File: config.mk
export PLATFORM = sky130hd
export DESIGN_NAME = vads_top
export DESIGN_NICKNAME = d
export VERILOG_FILES = /design/src/vads_pkg.sv /design/src/vads_pair_buffer.sv /design/src/vads_top.sv
export SDC_FILE = /design/constraint.sdc
export NUM_CORES = 1
export LEC_CHECK = 0
export BUFFER_PORTS_ARGS = -buffer_cell sky130_fd_sc_hd__buf_2
export CAP_MARGIN = 20
export CORE_MARGIN = 2
export CORE_UTILIZATION = 39
export DETAILED_ROUTE_END_ITERATION = 10
export GPL_TIMING_DRIVEN = 0
export PLACE_DENSITY = 0.65
export SLEW_MARGIN = 5
export SYNTH_ARGS = -nofsm -noshare
export SYNTH_HDL_FRONTEND = slang
export SYNTH_SLANG_ARGS = --single-unit
File: constraint.sdc
create_clock -name clk -period 4.7 [get_ports clk]
set_input_delay 0.47 -clock clk [delete_from_list [all_inputs] [get_ports clk]]
set_output_delay 0.47 -clock clk [all_outputs]
set_load 0.02 [all_outputs]
File: src/vads_pkg.sv
// package: constants, types and register map of the attribute dot serializer
package vads_pkg;
  // ----------------------------------------------------------------
  // clocking and rates
  // ----------------------------------------------------------------
  localparam int CLK_MHZ = 100;
  localparam int DOT_MAX_MHZ = 20;
  localparam int CHAR_MAX_KHZ = 2500;
  localparam int DOT_DIV = (CLK_MHZ + DOT_MAX_MHZ - 1) / DOT_MAX_MHZ;
  localparam int LOAD_MIN_CYCLES = (CLK_MHZ * 1000 + CHAR_MAX_KHZ - 1) / CHAR_MAX_KHZ;
  localparam int VSYNC_HZ = 60;
  localparam int BLINK_DIV = 32;
  localparam int BLINK_W = $clog2(BLINK_DIV);
  // ----------------------------------------------------------------
  // cell geometry
  // ----------------------------------------------------------------
  localparam logic [3:0] UL_ROW_STD = 4'h0b;
  localparam logic [3:0] UL_ROW_RED = 4'h8;
  localparam logic [3:0] STK_ROW_STD_A = 4'h5;
  localparam logic [3:0] STK_ROW_STD_B = 4'h6;
  localparam logic [3:0] STK_ROW_RED = 4'h4;
  localparam logic [3:0] BAND_ROWS_STD = 4'h3;
  localparam logic [3:0] BAND_ROWS_RED = 4'h4;
  localparam logic [3:0] THIN_MID_ROW = 4'h5;
  localparam logic [7:0] THIN_VERT_MASK = 8'h08;
  localparam logic [7:0] LEFT_HALF = 8'hf0;
  localparam logic [7:0] RIGHT_HALF = 8'h0f;
  localparam logic [7:0] ALL_DOTS = 8'hff;
  localparam logic [7:0] NO_DOTS = 8'h00;
  // ----------------------------------------------------------------
  // register map (byte addresses on the register bus)
  // ----------------------------------------------------------------
  localparam logic [3:0] REG_CTRL = 4'h0;
  localparam logic [3:0] REG_STATUS = 4'h4;
  localparam logic [3:0] REG_BLINK = 4'h8;
  localparam logic [31:0] CTRL_RESET = 32'h0000_0001;
  localparam int CTRL_VIDEO_EN = 0;
  localparam int ST_CHAR_OFF = 0;
  localparam int ST_CURSOR_ON = 1;
  localparam int ST_BUF_FULL = 2;
  localparam int ST_RATE_ERR = 3;
  // ----------------------------------------------------------------
  // types
  // ----------------------------------------------------------------
  typedef enum logic [1:0] {VADS_WIDE, VADS_CHAR, VADS_THIN} vads_mode_t;
  typedef struct packed {
    logic inverseVideo;
    logic cellBlanking;
    logic underscoreLine;
    logic strikeLine;
    logic blinkAttr;
    logic modeSelectHigh;
    logic modeSelectLow;
  } vads_attr_t;
  typedef struct packed {
    logic [7:0] dots;
    logic fill;
  } vads_pattern_t;
endpackage

File: src/vads_pair_buffer.sv
// small valid/ready buffer between pattern composer and serializer
`timescale 1ns/1ps
`default_nettype none
module vads_pair_buffer
  import vads_pkg::*;
#(
  parameter int WIDTH = 9,
  parameter int DEPTH = 2
) (
  input wire logic clk,
  input wire logic reset,
  input wire logic [WIDTH-1:0] inData,
  input wire logic inValid,
  output logic inReady,
  output logic [WIDTH-1:0] outData,
  output logic outValid,
  input wire logic outReady
);
  localparam int AW = (DEPTH > 1) ? $clog2(DEPTH) : 1;
  logic [WIDTH-1:0] mem [DEPTH];
  logic [AW-1:0] wrPtr_q;
  logic [AW-1:0] rdPtr_q;
  logic [AW:0] count_q;
  logic doPush;
  logic doPop;

  // handshake terms
  assign inReady = (count_q != (AW+1)'(DEPTH));
  assign outValid = (count_q != '0);
  assign doPush = inValid && inReady;
  assign doPop = outValid && outReady;
  assign outData = mem[rdPtr_q];

  // storage write
  always_ff @(posedge clk) begin
    if (doPush) begin
      mem[wrPtr_q] <= inData;
    end
  end

  // pointers and fill count
  always_ff @(posedge clk) begin
    if (reset) begin
      wrPtr_q <= '0;
      rdPtr_q <= '0;
      count_q <= '0;
    end else begin
      if (doPush) begin
        wrPtr_q <= (wrPtr_q == AW'(DEPTH - 1)) ? '0 : wrPtr_q + 1'b1;
      end
      if (doPop) begin
        rdPtr_q <= (rdPtr_q == AW'(DEPTH - 1)) ? '0 : rdPtr_q + 1'b1;
      end
      count_q <= count_q + (AW+1)'(doPush) - (AW+1)'(doPop);
    end
  end
endmodule // vads_pair_buffer
`default_nettype wire

File: src/vads_top.sv
// attribute dot serializer: latches, attribute logic, blink, shifter, bus slave
`timescale 1ns/1ps
`default_nettype none
module vads_top
  import vads_pkg::*;
#(
  parameter int DOT_DIVIDE = DOT_DIV,
  parameter bit REDUCED = 1'b0
) (
  input wire logic clk,
  input wire logic reset,
  input wire logic [3:0] avs_address,
  input wire logic avs_read,
  input wire logic avs_write,
  input wire logic [31:0] avs_writedata,
  output logic [31:0] avs_readdata,
  output logic avs_waitrequest,
  input wire logic loadShiftSelect,
  input wire logic [7:0] charCodeBus,
  input wire logic [3:0] rowAddress,
  input wire logic attributeLatchStrobeEnable,
  input wire logic inverseVideo,
  input wire logic cellBlanking,
  input wire logic underscoreLine,
  input wire logic strikeLine,
  input wire logic blinkAttr,
  input wire logic modeSelectHigh,
  input wire logic modeSelectLow,
  input wire logic cursorEnable,
  input wire logic retraceBlanking,
  input wire logic verticalSync,
  output logic videoOut
);
  // ----------------------------------------------------------------
  // pin synchronisers
  // ----------------------------------------------------------------
  localparam int PINS = 24;
  logic [PINS-1:0] pinRaw, pinMeta_q, pinSync_q;
  assign pinRaw = {loadShiftSelect, verticalSync, retraceBlanking, cursorEnable,
                   attributeLatchStrobeEnable, inverseVideo, cellBlanking, underscoreLine,
                   strikeLine, blinkAttr, modeSelectHigh, modeSelectLow, rowAddress,
                   charCodeBus};
  genvar gi;
  generate
    for (gi = 0; gi < PINS; gi++) begin : g_sync
      // two flops per pin, first one read only by the second
      always_ff @(posedge clk) begin
        pinMeta_q[gi] <= pinRaw[gi];
        pinSync_q[gi] <= pinMeta_q[gi];
      end
    end
  endgenerate
  logic lsSync, vsSync, retSync, curSync, strobeSync;
  vads_attr_t attrSync;
  logic [3:0] rowSync;
  logic [7:0] codeSync;
  assign {lsSync, vsSync, retSync, curSync, strobeSync, attrSync, rowSync, codeSync} = pinSync_q;
  // register and buffer state read ahead of the sections that drive it
  logic [31:0] ctrl_q, readData_q;
  logic rateErr_q, busAck_q, busReq, bufInReady, bufOutValid, wrAck;
  logic [BLINK_W-1:0] blinkCnt_q;

  // ----------------------------------------------------------------
  // dot rate divider
  // ----------------------------------------------------------------
  logic [7:0] divCnt_q, sinceLoad_q;
  logic dotEn;
  assign dotEn = (divCnt_q == 8'(DOT_DIVIDE - 1));
  // one enable pulse every DOT_DIVIDE clocks
  always_ff @(posedge clk) begin
    if (reset) begin
      divCnt_q <= '0;
    end else begin
      divCnt_q <= dotEn ? '0 : divCnt_q + 8'h01;
    end
  end

  // ----------------------------------------------------------------
  // load edge detect and latches
  // ----------------------------------------------------------------
  logic lsPrev_q, lsFall, retrace_q, cursor_q;
  logic [7:0] code_q;
  logic [3:0] row_q;
  vads_attr_t attr_q;
  assign lsFall = lsPrev_q && !lsSync;
  // code, row, retrace and cursor caught on falling load edge
  always_ff @(posedge clk) begin
    if (reset) begin
      lsPrev_q <= 1'b0;
      code_q <= '0;
      row_q <= '0;
      retrace_q <= 1'b1;
      cursor_q <= 1'b0;
    end else begin
      lsPrev_q <= lsSync;
      if (lsFall) begin
        code_q <= codeSync;
        row_q <= rowSync;
        retrace_q <= retSync;
        cursor_q <= curSync;
      end
    end
  end
  // attribute latch, held while strobe enable is low
  always_ff @(posedge clk) begin
    if (reset) begin
      attr_q <= '0;
    end else if (lsFall && strobeSync) begin
      attr_q <= attrSync;
    end
  end

  // ----------------------------------------------------------------
  // blink dividers on vertical sync
  // ----------------------------------------------------------------
  logic vsPrev_q, vsTick, charOff, cursorOn, lineRow;
  assign vsTick = vsSync && !vsPrev_q;
  assign charOff = (blinkCnt_q[BLINK_W-1 -: 2] == 2'b11);
  assign cursorOn = blinkCnt_q[BLINK_W-2];
  always_ff @(posedge clk) begin
    if (reset) begin
      vsPrev_q <= 1'b0;
      blinkCnt_q <= '0;
    end else begin
      vsPrev_q <= vsSync;
      if (vsTick) begin
        blinkCnt_q <= blinkCnt_q + 1'b1;
      end
    end
  end

  // ----------------------------------------------------------------
  // attribute logic and graphics
  // ----------------------------------------------------------------
  function automatic logic onRow(input logic [3:0] row, input logic [3:0] target);
    return row == target;
  endfunction
  vads_mode_t mode;
  logic [3:0] band;
  logic [7:0] glyph;
  vads_pattern_t pattern;
  always_comb begin
    // mode is taken from the latched attributes of this character
    case ({attr_q.modeSelectHigh, attr_q.modeSelectLow})
      2'b00: mode = VADS_WIDE;
      2'b10: mode = VADS_THIN;
      default: mode = VADS_CHAR;
    endcase
    band = row_q / (REDUCED ? BAND_ROWS_RED : BAND_ROWS_STD);
    case (mode)
      VADS_WIDE: begin
        // two columns per band, a segment per code bit
        glyph = (code_q[{band[1:0], 1'b0}] ? LEFT_HALF : NO_DOTS)
              | (code_q[{band[1:0], 1'b1}] ? RIGHT_HALF : NO_DOTS);
        if (REDUCED && band > 4'h2) begin
          glyph = NO_DOTS;
        end
      end
      VADS_THIN: begin
        glyph = NO_DOTS;
        if (code_q[0] && onRow(row_q, THIN_MID_ROW)) glyph = ALL_DOTS;
        if (code_q[1] && row_q <= THIN_MID_ROW) glyph = glyph | THIN_VERT_MASK;
        if (code_q[2] && row_q >= THIN_MID_ROW) glyph = glyph | THIN_VERT_MASK;
      end
      default: glyph = code_q;
    endcase
    // underline and strike rows, each from its own attribute
    lineRow = (attr_q.underscoreLine &&
               onRow(row_q, REDUCED ? UL_ROW_RED : UL_ROW_STD))
            || (attr_q.strikeLine && (REDUCED ? onRow(row_q, STK_ROW_RED)
               : (onRow(row_q, STK_ROW_STD_A) || onRow(row_q, STK_ROW_STD_B))));
    if (lineRow) glyph = ALL_DOTS;
    if (attr_q.cellBlanking || (attr_q.blinkAttr && charOff)) glyph = NO_DOTS;
    pattern.dots = glyph;
    pattern.fill = 1'b0;
    if (attr_q.inverseVideo ^ (cursor_q && cursorOn)) begin
      pattern.dots = ~glyph;
      pattern.fill = 1'b1;
    end
    if (retrace_q) begin
      pattern.dots = NO_DOTS;
      pattern.fill = 1'b0;
    end
  end

  // ----------------------------------------------------------------
  // composed pattern waits for the buffer
  // ----------------------------------------------------------------
  logic compose_q, pendValid_q, bufPop;
  vads_pattern_t pend_q, bufOut;
  always_ff @(posedge clk) begin
    if (reset) begin
      compose_q <= 1'b0;
      pendValid_q <= 1'b0;
      pend_q <= '0;
    end else begin
      compose_q <= lsFall;
      if (compose_q) begin
        pend_q <= pattern;
        pendValid_q <= 1'b1;
      end else if (pendValid_q && bufInReady) begin
        pendValid_q <= 1'b0;
      end
    end
  end
  vads_pair_buffer #(.WIDTH($bits(vads_pattern_t)), .DEPTH(2)) u_buf (
    .clk(clk), .reset(reset), .inData(pend_q), .inValid(pendValid_q && !compose_q),
    .inReady(bufInReady), .outData(bufOut), .outValid(bufOutValid), .outReady(bufPop)
  );

  // ----------------------------------------------------------------
  // serializer
  // ----------------------------------------------------------------
  logic [7:0] shift_q;
  logic fill_q, loaded_q, doLoad;
  assign doLoad = dotEn && lsSync && !loaded_q;
  assign bufPop = doLoad && bufOutValid;
  // parallel load once per high load level, shift one dot while load is low
  always_ff @(posedge clk) begin
    if (reset) begin
      shift_q <= '0;
      fill_q <= 1'b0;
      loaded_q <= 1'b0;
    end else if (dotEn) begin
      if (doLoad) begin
        shift_q <= bufOutValid ? bufOut.dots : NO_DOTS;
        fill_q <= bufOutValid ? bufOut.fill : 1'b0;
        loaded_q <= 1'b1;
      end else if (!lsSync) begin
        shift_q <= {shift_q[6:0], fill_q};
        loaded_q <= 1'b0;
      end
    end
  end
  // video pin from a flop, gated by software enable
  always_ff @(posedge clk) begin
    videoOut <= !reset && shift_q[7] && ctrl_q[CTRL_VIDEO_EN];
  end

  // ----------------------------------------------------------------
  // character rate watch
  // ----------------------------------------------------------------
  // counts up from each load fall; starts saturated so the first load is never early
  always_ff @(posedge clk) begin
    if (reset) begin
      sinceLoad_q <= 8'(LOAD_MIN_CYCLES);
    end else if (lsFall) begin
      sinceLoad_q <= '0;
    end else if (sinceLoad_q != 8'(LOAD_MIN_CYCLES)) begin
      sinceLoad_q <= sinceLoad_q + 8'h01;
    end
  end

  // ----------------------------------------------------------------
  // avalon slave: one wait cycle, then answer
  // ----------------------------------------------------------------
  assign busReq = avs_read || avs_write;
  assign avs_waitrequest = busReq && !busAck_q;
  assign avs_readdata = readData_q;
  assign wrAck = avs_write && busAck_q;
  always_ff @(posedge clk) begin
    if (reset) begin
      busAck_q <= 1'b0;
      readData_q <= '0;
      ctrl_q <= CTRL_RESET;
    end else begin
      busAck_q <= busReq && !busAck_q;
      if (avs_read && !busAck_q) begin
        case (avs_address)
          REG_CTRL: readData_q <= ctrl_q;
          REG_STATUS: readData_q <= {28'h000_0000, rateErr_q, !bufInReady, cursorOn, charOff};
          REG_BLINK: readData_q <= 32'(blinkCnt_q);
          default: readData_q <= '0;
        endcase
      end
      if (wrAck && avs_address == REG_CTRL) begin
        ctrl_q <= avs_writedata;
      end
    end
  end
  // sticky rate error; a new violation wins over the clear
  always_ff @(posedge clk) begin
    if (reset) begin
      rateErr_q <= 1'b0;
    end else if (lsFall && sinceLoad_q < 8'(LOAD_MIN_CYCLES - 1)) begin
      rateErr_q <= 1'b1;
    end else if (wrAck && avs_address == REG_STATUS && avs_writedata[ST_RATE_ERR]) begin
      rateErr_q <= 1'b0;
    end
  end
endmodule // vads_top
`default_nettype wire

==> results.md <==
- Status: finished clean
- Critical path capture point type: flip-flop
- Pint: 3.02 mW
- Num ports: 98
- Clock sinks: 203
- Filler cells: 1,745
- Clock Power Share: 0.477
- All-Layer GR Usage: 0.158
- Post-CTS setup buffer count: 0
- Hold wc startpoint: inverseVideo
- Initial DRC Count: 290
- Synth warnings: 0
- CTS tree: built
- Syn Inst Count: 753
- Vias in the first global route: 5,223
- Initial antenna violation count: 0
- Placement Setup Slack: 1890 ps
- Max Clock Skew: 19.9 ps
- Footprint of the multi-input gates: 2800 um^2
- Hold path depth: 1
- Post-Syn Area per Cell: 9.74 um^2
- Max cap viols: 0
- DP HPWL: 10.9 mm
- RSZ-0062 raised after global routing: no
- Logic pwr share: 0.048
- Final period util: 0.598
- Final wirelength: 15.6 mm
- Worst Max-Slew Pin Slew: 818 ps
- Synthesized flop and latch total: 203
- First-pass GRT wire length: 26.1 mm
- Root Driver: clkbuf_16
- Global route overflow: 0
- Post-Syn Area: 7330 um^2
- DR vias: 5,463
- H-Tree Depth: 1
- Final net count: 945
- Via density: 4.87
- Crit path DAT: 3180 ps
- Number of gates resized after cts: 0
- Hold Vio Cnt, Final: 0
- Sequential share of power: 0.475
- Worst r2r dst: pend_q[8]$_SDFFE_PP0P_
- Drt wl/cell: 13.9 um
- Final slew viol count: 0
- GPL Wtd Cong: 0.847
- Die height: 141 um
- Min-Delay Path Class: input port to flip-flop
- Ys flop type: dfxtp_1
- Share of cells above drive strength 1: 0.177
- Die ar.: 19,900 um^2
- Most common cell after layout, fill and taps aside: dfxtp_1
- Placed Cells incl. Taps: 1,082
- Latest clock arrival within the worst-skew pair: 500 ps
- Post-synth ARST share: 0
- R2R Setup Slk: 1890 ps
- Pre-antenna DRT Iters: 4
- ANT nets after route: 0
- Max-slew headroom: 0.454
- Worst endpoint required time: 5070 ps
- Drc violations: 0
- Achievable Freq: 0.356 GHz
- Flip-flop and latch area: 4240 um^2
- CTS Hold Bufs: 0
- Worst path most repeated cell: ha_1
- P_sw: 0.817 mW
- Worst-case reg-to-reg path depth: 11
- Register area share after synthesis: 0.579
- LEAKAGE: 3.44 nW
- Post-synth EDFFs: 18
- Area of the core: 18,600 um^2
- Sw Ratio: 0.213
- Starting density of the core: 0.395
- Largest net degree at the start of global routing: 15
- Die W: 141 um
- Min Clock Period, post-route: 2810 ps
- Startpoint types: flip-flop
- Cells along the critical path: clkbuf_1 > nor2b_1 > ha_1 > inv_1 > ha_1 > nand2b_1 > or3_1 > o2111ai_1 > a31oi_1 > a211o_1 > a221o_1
- Max incr delay on CP: 340 ps
- Cell Count, Final, Fillers Out: 1,122
- RR Startpoint: row_q[2]$_SDFFE_PP0P_
- Most frequent cells in the layout: dfxtp_1 (185), nand2_1 (125), buf_2 (99), nor2_1 (77), a21oi_1 (61)
- Row cnt: 50
- Worst VDD drop: 0.345 mV
- Post-route setup TNS: 0 ps
- Num CTS Buffers: 22
- CP max FO: 8
- Final WS setup: 1890 ps
- Post-synth net total: 826
- Diode count: 0
- Hold endpoint: pinMeta_q[18]$_DFF_P_
- Clock Pin Slew Worst Setup and Hold Paths: 60 ps
- Synth cell types: 56
- Setup CP Type: flip-flop to flip-flop
- Critical path's slowest cell: or3_1
- Port bufs: 95
- Clk buf depth: 3
- P&R area growth vs syn: 21.3%
- Setup violators final: 0
- Pwr dens: 431 nW/um^2
## worst max-delay path by stage
stage                                startpoint                     end  slack, ps  cells after the start
final                     row_q[2]$_SDFFE_PP0P_  pend_q[8]$_SDFFE_PP0P_       1890                     11
after global routing      row_q[2]$_SDFFE_PP0P_  pend_q[8]$_SDFFE_PP0P_       1630                     11
after CTS                 row_q[2]$_SDFFE_PP0P_  pend_q[8]$_SDFFE_PP0P_       1880                     11
after detailed placement  row_q[2]$_SDFFE_PP0P_  pend_q[8]$_SDFFE_PP0P_       1890                     11
after global placement    row_q[2]$_SDFFE_PP0P_  pend_q[8]$_SDFFE_PP0P_       1920                     11
after floorplan           row_q[2]$_SDFFE_PP0P_  pend_q[8]$_SDFFE_PP0P_       2200                     11
## worst max-delay path: cells and delay by family, from the launching register on
kind,cells,cell delay (ps)
compound gates,4,980
fa+ha+maj,2,450
buf+inv,2,280
flops,1,300
simple gates,3,680
## synthesized netlist by cell type, drive strengths merged, types with 2 or more instances
library cell,instances,area (um^2)
ha,9,113
a221o,5,50.1
a211oi,7,52.6
inv,19,71.3
edfxtp,18,541
dfxtp,185,3700
o22ai,7,81.3
o21ai,9,45.0
a32oi,3,26.3
xor2,12,105
and3,2,12.5
nand3b,4,30.0
nor3,10,66.3
nand4,4,25.0
nor3b,2,15.0
or2,2,12.5
a21oi,61,305
xnor2,11,96.3
a21o,3,22.5
or3,2,12.5
o21a,3,22.5
o2111ai,2,23.8
a2111oi,4,35.0
nor2,77,289
clkbuf,35,141
nor2b,14,87.6
mux2i,18,180
a31oi,2,12.5
and2,2,12.5
nand2b,9,56.3
buf,11,76.3
nand3,25,125
a211o,5,43.8
a22oi,33,248
nand2,125,469
## registers in the layout, indices dropped and copies added (netlist names), 2 cells and up, named ones only
register / count
code_q: 8
attr_q: 7
u_buf.count_q: 2
pinSync_q: 4
attrSync: 7
avs_readdata: 32
shift_q: 8
codeSync: 8
ctrl_q: 32
u_buf.mem: 18
sinceLoad_q: 8
row_q: 4
blinkCnt_q: 5
pend_q: 9
divCnt_q: 8
pinMeta_q: 24
## cell families (layout without fill, tap and decap cells)
group	after synthesis	after routing	synth area share
and+or+nand+nor	281	281	0.170
DFF	203	203	0.579
AOI/OAI and AO/OA	153	153	0.143
buffers and inverters	65	200	0.0394
xor gates and xnor gates	23	23	0.0275
muxes	19	19	0.0261
adders and majority gates	9	9	0.0154
## stage by stage
stage                util  hold slack (ps)  area, um^2  power, mW
floorplan               -              310        7330       1.97
global placement    0.436              310        8100       2.04
detailed placement  0.436              312        8100       2.04
CTS                 0.479             52.6        8890       3.88
global route        0.479             51.0        8890       3.98
finish              0.479             68.5        8890       3.83
## final cells by class
cell class	count	share of cell area
Inverter	19	0.00802
Tap cell	234	0.0329
Timing Repair Buffer	95	0.0535
Clock inverter	12	0.0198
Buffer	46	0.0245
Clock buffer	28	0.0691
Sequential cell	203	0.477
Multi-Input combinational cell	485	0.315
## routing by layer
metal / routed length (um) / global-route usage
met5: 0 / 0
met4: 316 / 0.0437
met3: 669 / 0.0262
met2: 7440 / 0.263
met1: 7170 / 0.215
## power groups by stage
stage | logic, mW | clock network [mW] | registers (mW)
6_report | 0.184 | 1.83 | 1.82
5_1_grt | 0.212 | 1.95 | 1.83
4_1_cts | 0.186 | 1.87 | 1.82
3_5_place_dp | 0.184 | 0 | 1.86
3_3_place_gp | 0.183 | 0 | 1.86
2_1_floorplan | 0.125 | 0 | 1.85
Note: power is estimated with default switching activity, not from simulation.
